[src/include/gpio_pkg.sv]
// Register map, field widths and reset values of the eight-pin I/O port
package gpio_pkg;
  localparam int unsigned PIN_COUNT       = 8;
  localparam int unsigned ADDR_WIDTH      = 10;

  typedef logic [PIN_COUNT-1:0]  pins_t;
  typedef logic [ADDR_WIDTH-1:0] word_addr_t;

  // Word indices (byte offset divided by four)
  localparam word_addr_t DATA_LAST_IDX    = 10'h0ff;
  localparam word_addr_t DIR_IDX          = 10'h100;
  localparam word_addr_t SENSE_IDX        = 10'h101;
  localparam word_addr_t DUAL_IDX         = 10'h102;
  localparam word_addr_t POLARITY_IDX     = 10'h103;
  localparam word_addr_t UNMASK_IDX       = 10'h104;
  localparam word_addr_t RAW_STATUS_IDX   = 10'h105;
  localparam word_addr_t GATED_STATUS_IDX = 10'h106;
  localparam word_addr_t CLEAR_IDX        = 10'h107;
  localparam word_addr_t OWNER_IDX        = 10'h108;
  localparam word_addr_t DRIVE_LOW_IDX    = 10'h140;
  localparam word_addr_t DRIVE_MID_IDX    = 10'h141;
  localparam word_addr_t DRIVE_HIGH_IDX   = 10'h142;
  localparam word_addr_t OPEN_DRAIN_IDX   = 10'h143;
  localparam word_addr_t PULL_UP_IDX      = 10'h144;
  localparam word_addr_t PULL_DOWN_IDX    = 10'h145;
  localparam word_addr_t SLEW_IDX         = 10'h146;
  localparam word_addr_t DIGITAL_EN_IDX   = 10'h147;
  localparam word_addr_t IDENT_FIRST_IDX  = 10'h3f4;

  // Reset values
  localparam pins_t DRIVE_LOW_RST         = 8'hff;
  localparam pins_t PULL_UP_RST           = 8'hff;
  localparam pins_t DIGITAL_EN_RST        = 8'hff;
  localparam pins_t OWNER_RST_DEFAULT     = 8'h00;
  localparam pins_t ZERO_PINS             = 8'h00;

  // Identification words, values arbitrary
  localparam logic [7:0] IDENT_ROM [12] = '{8'h00, 8'h00, 8'h00, 8'h00, 8'h5a, 8'h00,
                                            8'h2c, 8'h03, 8'h11, 8'h22, 8'h33, 8'h44};
endpackage : gpio_pkg

[src/core/pin_edge_detect.sv]
// Pin synchroniser and per-pin trigger detection
`timescale 1ns/100ps
module pin_edge_detect #(
  parameter int unsigned WIDTH = 8
) (
  input  wire logic             clk,
  input  wire logic             rst,
  input  wire logic [WIDTH-1:0] pin_async,
  input  wire logic [WIDTH-1:0] sense,
  input  wire logic [WIDTH-1:0] dual,
  input  wire logic [WIDTH-1:0] polarity,
  output logic      [WIDTH-1:0] pin_sync,
  output logic      [WIDTH-1:0] edge_hit,
  output logic      [WIDTH-1:0] level_hit
);
  logic [WIDTH-1:0] meta_q;
  logic [WIDTH-1:0] sync_q;
  logic [WIDTH-1:0] prev_q;

  always_ff @(posedge clk) begin
    if (rst) begin
      meta_q <= '0;
      sync_q <= '0;
      prev_q <= '0;
    end else begin
      meta_q <= pin_async;
      sync_q <= meta_q;
      prev_q <= sync_q;
    end
  end

  assign pin_sync = sync_q;

  genvar g;
  generate
    for (g = 0; g < WIDTH; g++) begin : g_pin
      logic rise;
      logic fall;
      assign rise = sync_q[g] & ~prev_q[g];
      assign fall = ~sync_q[g] & prev_q[g];
      assign edge_hit[g]  = ~sense[g] & (dual[g] ? (rise | fall) : (polarity[g] ? rise : fall));
      assign level_hit[g] = sense[g] & (sync_q[g] == polarity[g]);
    end
  endgenerate
endmodule : pin_edge_detect

[src/core/gpio_port.sv]
// Eight-pin I/O port with masked data access and pin triggers
// Behaviour
// - Address bits 9:2 mask data access
// - Write changes only mask-selected bits
// - Read returns zero for unselected bits
// - Data register aliases over 256 words
// - One combined interrupt output
// - Edge trigger pending until software clears
// - Sense and dual-edge select detection
// - Polarity selects low/falling or high/rising
// - Unmask bit gates pin interrupt
// - Raw and gated status views
// - Write one clears pending trigger
// - Port B pin four fires converter trigger
// - Ownership hands pin to peripheral
// - Pad settings writable and presented
// - Reset: inputs, debug pins peripheral-owned
// - Read-only identification words
// - Direction selects input or output
// - Read gives output value or pin
//
// The register offsets and the Avalon-MM register port are this design's own decisions.
`timescale 1ns/100ps
module gpio_port
  import gpio_pkg::*;
#(
  parameter gpio_pkg::pins_t OWNER_RST   = gpio_pkg::OWNER_RST_DEFAULT,
  parameter bit              CONV_SOURCE = 1'b0,
  parameter int unsigned     CONV_PIN    = 4
) (
  input  wire logic                 clk,
  input  wire logic                 rst,
  input  wire logic [11:0]          avs_address,
  input  wire logic                 avs_read,
  input  wire logic                 avs_write,
  input  wire logic [31:0]          avs_writedata,
  input  wire logic [3:0]           avs_byteenable,
  output logic      [31:0]          avs_readdata,
  output logic                      avs_waitrequest,
  input  wire logic [7:0]           pin_in,
  output logic      [7:0]           pin_out,
  output logic      [7:0]           pin_oe_n,
  input  wire logic [7:0]           periph_out,
  input  wire logic [7:0]           periph_drive,
  output logic      [7:0]           periph_in,
  output logic      [7:0]           pad_drive_low,
  output logic      [7:0]           pad_drive_mid,
  output logic      [7:0]           pad_drive_high,
  output logic      [7:0]           pad_open_drain,
  output logic      [7:0]           pad_pull_up,
  output logic      [7:0]           pad_pull_down,
  output logic      [7:0]           pad_slew_limit,
  output logic      [7:0]           pad_digital_en,
  output logic                      port_irq,
  output logic                      converter_trigger
);
  import gpio_pkg::*;

  pins_t      data_q;
  pins_t      direction_select_q;
  pins_t      trigger_sense_select_q;
  pins_t      dual_edge_select_q;
  pins_t      trigger_polarity_select_q;
  pins_t      interrupt_unmask_q;
  pins_t      edge_pending_q;
  pins_t      peripheral_ownership_select_q;
  pins_t      drive_low_select_q;
  pins_t      drive_mid_select_q;
  pins_t      drive_high_select_q;
  pins_t      open_drain_select_q;
  pins_t      pull_up_select_q;
  pins_t      pull_down_select_q;
  pins_t      slew_limit_select_q;
  pins_t      digital_input_enable_q;
  pins_t      pin_sync;
  pins_t      edge_hit;
  pins_t      level_hit;
  pins_t      raw_trigger_status;
  pins_t      gated_trigger_status;
  pins_t      byte_data;
  pins_t      data_view;
  word_addr_t idx;
  logic       ack_q;
  logic       wr_go;
  logic       byte_wr;
  logic       conv_q;
  logic       conv_seen_q;

  // Index of the word addressed; one wait cycle per access
  assign idx     = avs_address[11:2];
  // Write lands on the accepting edge, never while stalled
  assign wr_go   = avs_write & ack_q;
  assign byte_wr = wr_go & avs_byteenable[0];
  assign byte_data = avs_writedata[7:0];
  assign avs_waitrequest = (avs_read | avs_write) & ~ack_q;

  always_ff @(posedge clk) begin
    if (rst) begin
      ack_q <= 1'b0;
    end else begin
      ack_q <= (avs_read | avs_write) & ~ack_q;
    end
  end

  function automatic logic is_data(input word_addr_t a);
    return a <= DATA_LAST_IDX;
  endfunction : is_data

  function automatic logic hit(input word_addr_t a, input word_addr_t b, input logic go);
    return go && (a == b);
  endfunction : hit

  pin_edge_detect #(
    .WIDTH (PIN_COUNT)
  ) pin_edge_detect_i (
    .clk       (clk),
    .rst       (rst),
    .pin_async (pin_in),
    .sense     (trigger_sense_select_q),
    .dual      (dual_edge_select_q),
    .polarity  (trigger_polarity_select_q),
    .pin_sync  (pin_sync),
    .edge_hit  (edge_hit),
    .level_hit (level_hit)
  );

  // input pins capture the pin, output pins keep written value
  assign data_view = (data_q & direction_select_q) | (pin_sync & ~direction_select_q & digital_input_enable_q);

  // masked data write at any alias
  always_ff @(posedge clk) begin
    if (rst) begin
      data_q <= ZERO_PINS;
    end else if (byte_wr && is_data(idx)) begin
      data_q <= (data_q & ~idx[7:0]) | (byte_data & idx[7:0]);
    end
  end

  always_ff @(posedge clk) begin
    if (rst) begin
      direction_select_q <= ZERO_PINS;
    end else if (hit(idx, DIR_IDX, byte_wr)) begin
      direction_select_q <= byte_data;
    end
  end

  always_ff @(posedge clk) begin
    if (rst) begin
      trigger_sense_select_q <= ZERO_PINS;
    end else if (hit(idx, SENSE_IDX, byte_wr)) begin
      trigger_sense_select_q <= byte_data;
    end
  end

  always_ff @(posedge clk) begin
    if (rst) begin
      dual_edge_select_q <= ZERO_PINS;
    end else if (hit(idx, DUAL_IDX, byte_wr)) begin
      dual_edge_select_q <= byte_data;
    end
  end

  always_ff @(posedge clk) begin
    if (rst) begin
      trigger_polarity_select_q <= ZERO_PINS;
    end else if (hit(idx, POLARITY_IDX, byte_wr)) begin
      trigger_polarity_select_q <= byte_data;
    end
  end

  always_ff @(posedge clk) begin
    if (rst) begin
      interrupt_unmask_q <= ZERO_PINS;
    end else if (hit(idx, UNMASK_IDX, byte_wr)) begin
      interrupt_unmask_q <= byte_data;
    end
  end

  // ownership, debug pins default to peripheral
  always_ff @(posedge clk) begin
    if (rst) begin
      peripheral_ownership_select_q <= OWNER_RST;
    end else if (hit(idx, OWNER_IDX, byte_wr)) begin
      peripheral_ownership_select_q <= byte_data;
    end
  end

  always_ff @(posedge clk) begin
    if (rst) begin
      drive_low_select_q <= DRIVE_LOW_RST;
    end else if (hit(idx, DRIVE_LOW_IDX, byte_wr)) begin
      drive_low_select_q <= byte_data;
    end
  end

  always_ff @(posedge clk) begin
    if (rst) begin
      drive_mid_select_q <= ZERO_PINS;
    end else if (hit(idx, DRIVE_MID_IDX, byte_wr)) begin
      drive_mid_select_q <= byte_data;
    end
  end

  always_ff @(posedge clk) begin
    if (rst) begin
      drive_high_select_q <= ZERO_PINS;
    end else if (hit(idx, DRIVE_HIGH_IDX, byte_wr)) begin
      drive_high_select_q <= byte_data;
    end
  end

  always_ff @(posedge clk) begin
    if (rst) begin
      open_drain_select_q <= ZERO_PINS;
    end else if (hit(idx, OPEN_DRAIN_IDX, byte_wr)) begin
      open_drain_select_q <= byte_data;
    end
  end

  always_ff @(posedge clk) begin
    if (rst) begin
      pull_up_select_q <= PULL_UP_RST;
    end else if (hit(idx, PULL_UP_IDX, byte_wr)) begin
      pull_up_select_q <= byte_data;
    end
  end

  always_ff @(posedge clk) begin
    if (rst) begin
      pull_down_select_q <= ZERO_PINS;
    end else if (hit(idx, PULL_DOWN_IDX, byte_wr)) begin
      pull_down_select_q <= byte_data;
    end
  end

  always_ff @(posedge clk) begin
    if (rst) begin
      slew_limit_select_q <= ZERO_PINS;
    end else if (hit(idx, SLEW_IDX, byte_wr)) begin
      slew_limit_select_q <= byte_data;
    end
  end

  always_ff @(posedge clk) begin
    if (rst) begin
      digital_input_enable_q <= DIGITAL_EN_RST;
    end else if (hit(idx, DIGITAL_EN_IDX, byte_wr)) begin
      digital_input_enable_q <= byte_data;
    end
  end

  // sticky edge triggers, a new edge beats the clear
  always_ff @(posedge clk) begin
    if (rst) begin
      edge_pending_q <= ZERO_PINS;
    end else if (hit(idx, CLEAR_IDX, byte_wr)) begin
      edge_pending_q <= (edge_pending_q & ~byte_data) | edge_hit;
    end else begin
      edge_pending_q <= edge_pending_q | edge_hit;
    end
  end

  // level triggers follow the pin while held
  assign raw_trigger_status   = (edge_pending_q & ~trigger_sense_select_q) | level_hit;
  assign gated_trigger_status = raw_trigger_status & interrupt_unmask_q;
  assign port_irq = |gated_trigger_status;

  // one-cycle converter pulse when gated pin four rises
  // Rising of gated status keeps a held level from firing every cycle
  always_ff @(posedge clk) begin
    if (rst) begin
      conv_q      <= 1'b0;
      conv_seen_q <= 1'b0;
    end else begin
      conv_seen_q <= gated_trigger_status[CONV_PIN];
      conv_q      <= CONV_SOURCE & gated_trigger_status[CONV_PIN] & ~conv_seen_q;
    end
  end
  assign converter_trigger = conv_q;

  // pin drive; open drain drives only low
  always_comb begin
    for (int i = 0; i < PIN_COUNT; i++) begin
      if (peripheral_ownership_select_q[i]) begin
        pin_out[i]  = periph_out[i];
        pin_oe_n[i] = ~(periph_drive[i] & (~open_drain_select_q[i] | ~periph_out[i]));
      end else begin
        pin_out[i]  = data_q[i];
        pin_oe_n[i] = ~(direction_select_q[i] & (~open_drain_select_q[i] | ~data_q[i]));
      end
    end
  end

  assign periph_in      = pin_sync & digital_input_enable_q;
  assign pad_drive_low  = drive_low_select_q;
  assign pad_drive_mid  = drive_mid_select_q;
  assign pad_drive_high = drive_high_select_q;
  assign pad_open_drain = open_drain_select_q;
  assign pad_pull_up    = pull_up_select_q;
  assign pad_pull_down  = pull_down_select_q;
  assign pad_slew_limit = slew_limit_select_q;
  assign pad_digital_en = digital_input_enable_q;

  // Read data registered; unmapped words read zero
  always_ff @(posedge clk) begin
    if (rst) begin
      avs_readdata <= '0;
    end else if (avs_read && !ack_q) begin
      avs_readdata <= '0;
      if (is_data(idx)) begin
        avs_readdata[7:0] <= data_view & idx[7:0];
      end else begin
        case (idx)
          DIR_IDX:          avs_readdata[7:0] <= direction_select_q;
          SENSE_IDX:        avs_readdata[7:0] <= trigger_sense_select_q;
          DUAL_IDX:         avs_readdata[7:0] <= dual_edge_select_q;
          POLARITY_IDX:     avs_readdata[7:0] <= trigger_polarity_select_q;
          UNMASK_IDX:       avs_readdata[7:0] <= interrupt_unmask_q;
          RAW_STATUS_IDX:   avs_readdata[7:0] <= raw_trigger_status;
          GATED_STATUS_IDX: avs_readdata[7:0] <= gated_trigger_status;
          OWNER_IDX:        avs_readdata[7:0] <= peripheral_ownership_select_q;
          DRIVE_LOW_IDX:    avs_readdata[7:0] <= drive_low_select_q;
          DRIVE_MID_IDX:    avs_readdata[7:0] <= drive_mid_select_q;
          DRIVE_HIGH_IDX:   avs_readdata[7:0] <= drive_high_select_q;
          OPEN_DRAIN_IDX:   avs_readdata[7:0] <= open_drain_select_q;
          PULL_UP_IDX:      avs_readdata[7:0] <= pull_up_select_q;
          PULL_DOWN_IDX:    avs_readdata[7:0] <= pull_down_select_q;
          SLEW_IDX:         avs_readdata[7:0] <= slew_limit_select_q;
          DIGITAL_EN_IDX:   avs_readdata[7:0] <= digital_input_enable_q;
          default: begin
            if (idx >= IDENT_FIRST_IDX) begin
              avs_readdata[7:0] <= IDENT_ROM[4'(idx - IDENT_FIRST_IDX)];
            end
          end
        endcase
      end
    end
  end
endmodule : gpio_port

[config.mk]
export PLATFORM = sky130hd
export DESIGN_NAME = gpio_port
export DESIGN_NICKNAME = d
export VERILOG_FILES = /design/src/include/gpio_pkg.sv /design/src/core/pin_edge_detect.sv /design/src/core/gpio_port.sv
export SDC_FILE = /design/constraint.sdc
export NUM_CORES = 1
export LEC_CHECK = 0
export ABC_AREA = 1
export BUFFER_PORTS_ARGS = -buffer_cell sky130_fd_sc_hd__buf_4
export CELL_PAD_IN_SITES_DETAIL_PLACEMENT = 1
export CELL_PAD_IN_SITES_GLOBAL_PLACEMENT = 2
export CORE_MARGIN = 2
export CORE_UTILIZATION = 32
export DETAILED_ROUTE_END_ITERATION = 8
export GPL_ROUTABILITY_DRIVEN = 0
export PLACE_DENSITY_LB_ADDON = 0.1
export SLEW_MARGIN = 10
export SYNTH_ARGS = -nofsm -noshare
export SYNTH_HDL_FRONTEND = slang
export SYNTH_SLANG_ARGS = --single-unit
[constraint.sdc]
create_clock -name clk -period 2.9 [get_ports clk]
set_input_delay 0.145 -clock clk [delete_from_list [all_inputs] [get_ports clk]]
set_output_delay 0.145 -clock clk [all_outputs]
set_load 0.03 [all_outputs]
* After elaboration in Yosys (flattened, before gate mapping)
Memory sizes are Yosys's and may differ from the RTL's. Index checks and enable logic that the tools add are counted.
Storage, ports and cells: register bits 161, memories 1, output and inout bits 123, bits in read-only memories 128
Operators by class: mux-type cells 38, equality and inequality tests 25, reduce and logical (&&, ||, !) cells 19, order comparisons 3, $add $sub $neg 1, bitwise gates (word level) 161
Memory list:
- (no name shown) | depth 16, width 8, rd ports 1, clocked after memory_dff 0, write ports 0, line gpio_port.sv:332 | avs_readdata[7:0] <= IDENT_ROM[4'(idx - IDENT_FIRST_IDX)];
Operators with widths (number):
- 10-bit by 9-bit == test with 1-bit output (second input constant) | 17
- 8-bit one-hot mux with 16 select lines | 1
- 8-bit bitwise AND | 10
- 1-bit NOT | 65
- 1-bit bitwise AND | 51
- 8-bit 2-to-1 mux | 5
- 8-bit bitwise OR | 5
- 1-bit 2-to-1 mux | 32
- 8-bit NOT | 4
- 1-bit bitwise OR | 25
- 1-bit logical AND | 17
- 10-bit greater-or-equal comparator (second input constant) | 1
- 10-bit by 8-bit <= comparator with 1-bit output (second input constant) | 1
- 1-bit == test | 8
- 8-bit OR reduction | 1
- 5-bit greater-or-equal comparator (second input constant) | 1
- 4-bit NOT with 5-bit output | 1
- 4-bit by 3-bit subtractor with 4-bit output (second input constant) | 1
- 1-bit logical NOT | 1

* Logic depth before layout (Yosys ltp)
depth in word-level cells 8, gate-level depth with buffers 14

* By module
Synthesis repeated with hierarchy kept, for this count alone.
Second synthesis, totals: cell total of the unflattened synthesis 1291, area, all modules 8814.7 µm²
Modules (own cells, without submodules):
- gpio_port | seq. area each 2742.6 µm², area each 7509.7 µm², cells each 1097, instances 1
- pin_edge_detect | seq. area each 480.5 µm², area each 1305.0 µm², cells each 194, instances 1

* Least setup slack after synthesis
No wires, ideal clock.
kind input to register, start point input port avs_address[4], end point register drive_low_select_q[4] (netlist: pad_drive_low[4]), stages on the path 10, slack 1.356 ns, data arrival time 1.402 ns, setup time 0.142 ns, cell sequence inv_1 > ha_1 > nand2_1 > nor2_2 > nand2_1 > nor2_2 > inv_2 > buf_6 > nand2_1 > o211ai_2
Between the ends: word-level cells in the longest chain between the ends 2
RTL lines:
- from (decl) | line gpio_port.sv:33 | input wire logic [11:0] avs_address,
- 10-bit by 9-bit == test with 1-bit output | line gpio_port.sv:110 | return go && (a == b);
- 1-bit logical AND | line gpio_port.sv:110
- to (signal assigned) | line gpio_port.sv:192 | drive_low_select_q <= byte_data;
- to (decl) | line gpio_port.sv:67 | pins_t drive_low_select_q;
No other way between the ends. A chain may end at the register's enable or synchronous reset.

* Worst setup path in the final report
start point input port avs_address[4], end point register open_drain_select_q[3] (netlist: pad_open_drain[3])
Between the ends: word-level cells in the longest chain between the ends 2
RTL lines:
- 10-bit by 9-bit == test with 1-bit output | line gpio_port.sv:110
- 1-bit logical AND | line gpio_port.sv:110
- to (signal assigned) | line gpio_port.sv:216 | open_drain_select_q <= byte_data;
- to (decl) | line gpio_port.sv:70 | pins_t open_drain_select_q;
No other way between the ends.

==> metrics.csv <==
stage,metric,value,unit
run_status,outcome,completed,
floorplanning,start_util,32.5,%
yosys,synth_area,0.00844,mm2
clocking,clock-root-buffer,clkbuf_16,
global_routing,grt_max_degree,67,
sta,hold_viol,0,
setup_path,worst-path-max-fanout,16,
final_layout,fin_area,0.0104,mm2
place,placed_area,0.00968,mm2
sta,slew_headroom,47.3,%
sta,setup_viol,0,
sta,max_freq,409,MHz
yosys,yosysWarnings,0,
sta,tns,0,ns
global_routing,grt_pass1_vias,8483,
setup_path,setup.worst_path.start,avs_address[4],
yosys,synth_edf_count,0,
yosys,syn_avg_cell_area,6.94,um2
setup_path,r2r-start,ack_q,
setup_path,cpMaxStageDelayCell,dlygate4sd3_1,
floorplanning,boundaryPins,199,
sta,finalMaxSlewViolations,0,
sta,period_needed,2.44,ns
yosys,synth_seq_cells,161,
setup_path,arrival,2.75,ns
final_layout,finish.net_count,1456,
yosys,yosys.area_share.simple,27.4,%
place,place_ws,0.614,ns
sta,layout_worst_path_cycle_share,84.3,%
setup_path,cp_top_family,simple AND/OR/NAND/NOR gates,
flow_run,cap_viol_max_count,0,
yosys,synth_ff_type,dfxtp_1,
global_routing,antenna_found_initial,0,
yosys,synth_compound_area_share,18.5,%
clocking,clock_latency,0.44,ns
yosys,synthXorXnorAreaFrac,0,%
setup_path,ff2ff_setup_slack,0.91,ns
setup_path,critPathCaptureType,flop,
yosys,synthAdderAreaFrac,3.56,%
routing,routed_wl,33500,um
sta,fin_hold_ws,0.0169,ns
yosys,synth_top_area_share,38.2,%
worst_hold_path,hold_start,avs_read,
yosys,synth_area_leaders,"dfxtp_1 (38%), nand2_1 (10%), a21oi_1 (7.2%), inv_1 (6.9%), nand3_1 (6.8%)",
power_and_ir_drop,p_leak,4.59,nW
routing,avgRoutedWirePerCell,19.6,um
floorplanning,die_area,0.0277,mm2
clocking,cts_sinks,161,
global_routing,grt_overflow,0,
place,port_buffers,144,
sta,tightest_slew,0.786,ns
yosys,asyncSetResetFlopFracSynth,0,%
clocking,cts-buffers-inserted,17,
yosys,synth_mux_area_share,0,%
place,detailed_place_hpwl,24900,um
power_and_ir_drop,p_total,5.02,mW
clocking,path_clk_slew,0.07,ns
routing,vias,8536,
worst_hold_path,hp-class,primary input to flop,
power_and_ir_drop,pwr_density_cell,482,mW/mm2
clocking,ctsHtreeMaxLevel,4,
clocking,post_cts_buffers,0,
yosys,synth_cell_types,33,
sta,rsz0062_at_grt,no,
yosys,synth_top_family_by_area,simple AND/OR/NAND/NOR gates,
yosys,yosysSeqAreaShare,38.2,%
final_layout,n_antenna_cell,0,
floorplanning,core_area,0.0260,mm2
setup_path,crit_path_start_kind,primary input,
final_layout,drive_gt1_share,17.8,%
clocking,clock_path_buffers,2,
sta,fin_ws,0.456,ns
power_and_ir_drop,ir_drop,0.304,mV
yosys,synth_top_cell_by_area,dfxtp_1,
final_layout,area_growth,23.6,%
routing,drtAntennaViolNets,0,
floorplanning,rows,59,
floorplanning,die_w,166,um
global_routing,grtUsageTotal,24.1,%
routing,vias_per_cell,5.01,
setup_path,cp_num_buf_inv,3,
routing,route.detailed.drc,0,
setup_path,cp.required,3.21,ns
sta,skew,0.0148,ns
yosys,syn_inst,1216,
global_routing,grt_pass1_wl,50500,um
setup_path,cp_cell_sequence,dlygate4sd3_1 > buf_4 > inv_1 > ha_1 > nand2_1 > nor2_2 > nand3_2 > o21ai_0 > a21oi_1,
routing,drt-initial-drc-count,492,
floorplanning,dieHeight,166,um
setup_path,crit_type,primary input to flop,
routing,dr.pass1.iters,5,
setup_path,critical_path.max_stage_delay,0.54,ns
clocking,cts_tree,done,
==> Yosys cell counts (10+ instances only) <==
cell type	number
nand2_1	235
dfxtp_1	161
inv_1	155
a21oi_1	122
nand3_1	115
o21ai_0	103
nor2_1	100
buf_4	30
ha_1	24
clkbuf_1	21
o211ai_1	20
buf_2	17
nand4_1	16
o21ai_1	12
nor2_2	10
==> cells by family (layout without fill, tap and decap cells) <==
family / after synthesis / after routing
compound gates: 281 / 281
fa+ha+maj: 24 / 24
simple gates: 515 / 515
other cells: 1 / 25
flops: 161 / 161
buf+inv: 234 / 363
==> worst register-to-register path, cell delays in order (launching register included) <==
cell and delay [ns]:
dfxtp_1 0.38, nand3_1 0.17, inv_1 0.30, buf_4 0.35
nand3_2 0.31, o21ai_0 0.29, a21oi_1 0.08
==> through the flow <==
step,instances,utilization [%]
after CTS,1704,40.1
after detailed placement,1656,37.3
after global placement,1656,37.3
after global routing,1704,40.1
final,1704,40.1
after floorplan,1240,-
==> cell type report <==
| class | instances | area (um2) |
|---|---|---|
| Fill cell | 3314 | 15600 |
| Multi-Input combinational cell | 845 | 4270 |
| Sequential cell | 161 | 3220 |
| Timing Repair Buffer | 172 | 1330 |
| Inverter | 159 | 599 |
| Clock buffer | 19 | 433 |
| Tap cell | 335 | 419 |
| Clock inverter | 13 | 146 |
==> cells in the final DEF, fill, tap and decap left out, drive strengths merged, types with 4 or more instances in the layout <==
master / netlist / layout
a21oi: 122 / 122
buf: 54 / 156
conb: 1 / 25
a311oi: 8 / 8
nand2: 246 / 246
nor2: 117 / 117
clkbuf: 21 / 19
dfxtp: 161 / 161
o211ai: 27 / 27
dlygate4sd3: 0 / 16
nand3: 122 / 122
nor3: 4 / 4
inv: 159 / 165
ha: 24 / 24
or2: 9 / 9
nand4: 16 / 16
a211oi: 7 / 7
o21ai: 115 / 115
==> timing repair <==
item                                   4_1_cts  5_1_grt
endpoints found under the hold margin       16        0
hold buffers                                16        0
gates resized for setup                      0        0
==> sequential cells by signal, summed over array words and instances, names as in the netlist, named ones only <==
register	count
ack_q	1
avs_readdata	8
direction_select_q	8
dual_edge_select_q	8
edge_pending_q	8
interrupt_unmask_q	8
pad_digital_en	8
pad_drive_high	8
pad_drive_low	8
pad_drive_mid	8
pad_open_drain	8
pad_pull_down	8
pad_pull_up	8
pad_slew_limit	8
peripheral_ownership_select_q	8
pin_edge_detect_i.meta_q	8
pin_edge_detect_i.pin_sync	8
pin_edge_detect_i.prev_q	8
trigger_polarity_select_q	8
trigger_sense_select_q	8
==> worst paths after layout <==
check,endpoint,depth (start not counted)
worst max-delay path,pad_open_drain[3],9
worst min-delay path,ack_q,3
worst min register to register,pin_edge_detect_i.pin_sync[1],2
worst max register to register,pad_drive_mid[0],6
==> routing by layer <==
layer | vias up | global-route usage, % | wire length [um]
li1 | 4215 | - | -
met3 | 39 | 3.22 | 1340
met2 | 208 | 39.9 | 15600
met5 | - | 0 | 0
met4 | 0 | 7.53 | 784
met1 | 4074 | 32.6 | 15800
==> power by group <==
group	total, mW	internal [mW]	switching (mW)
clock network	2.30	1.22	1.08
registers	2.26	2.24	0.0192
logic	0.471	0.140	0.331
Power figures use the tool's default switching activity.
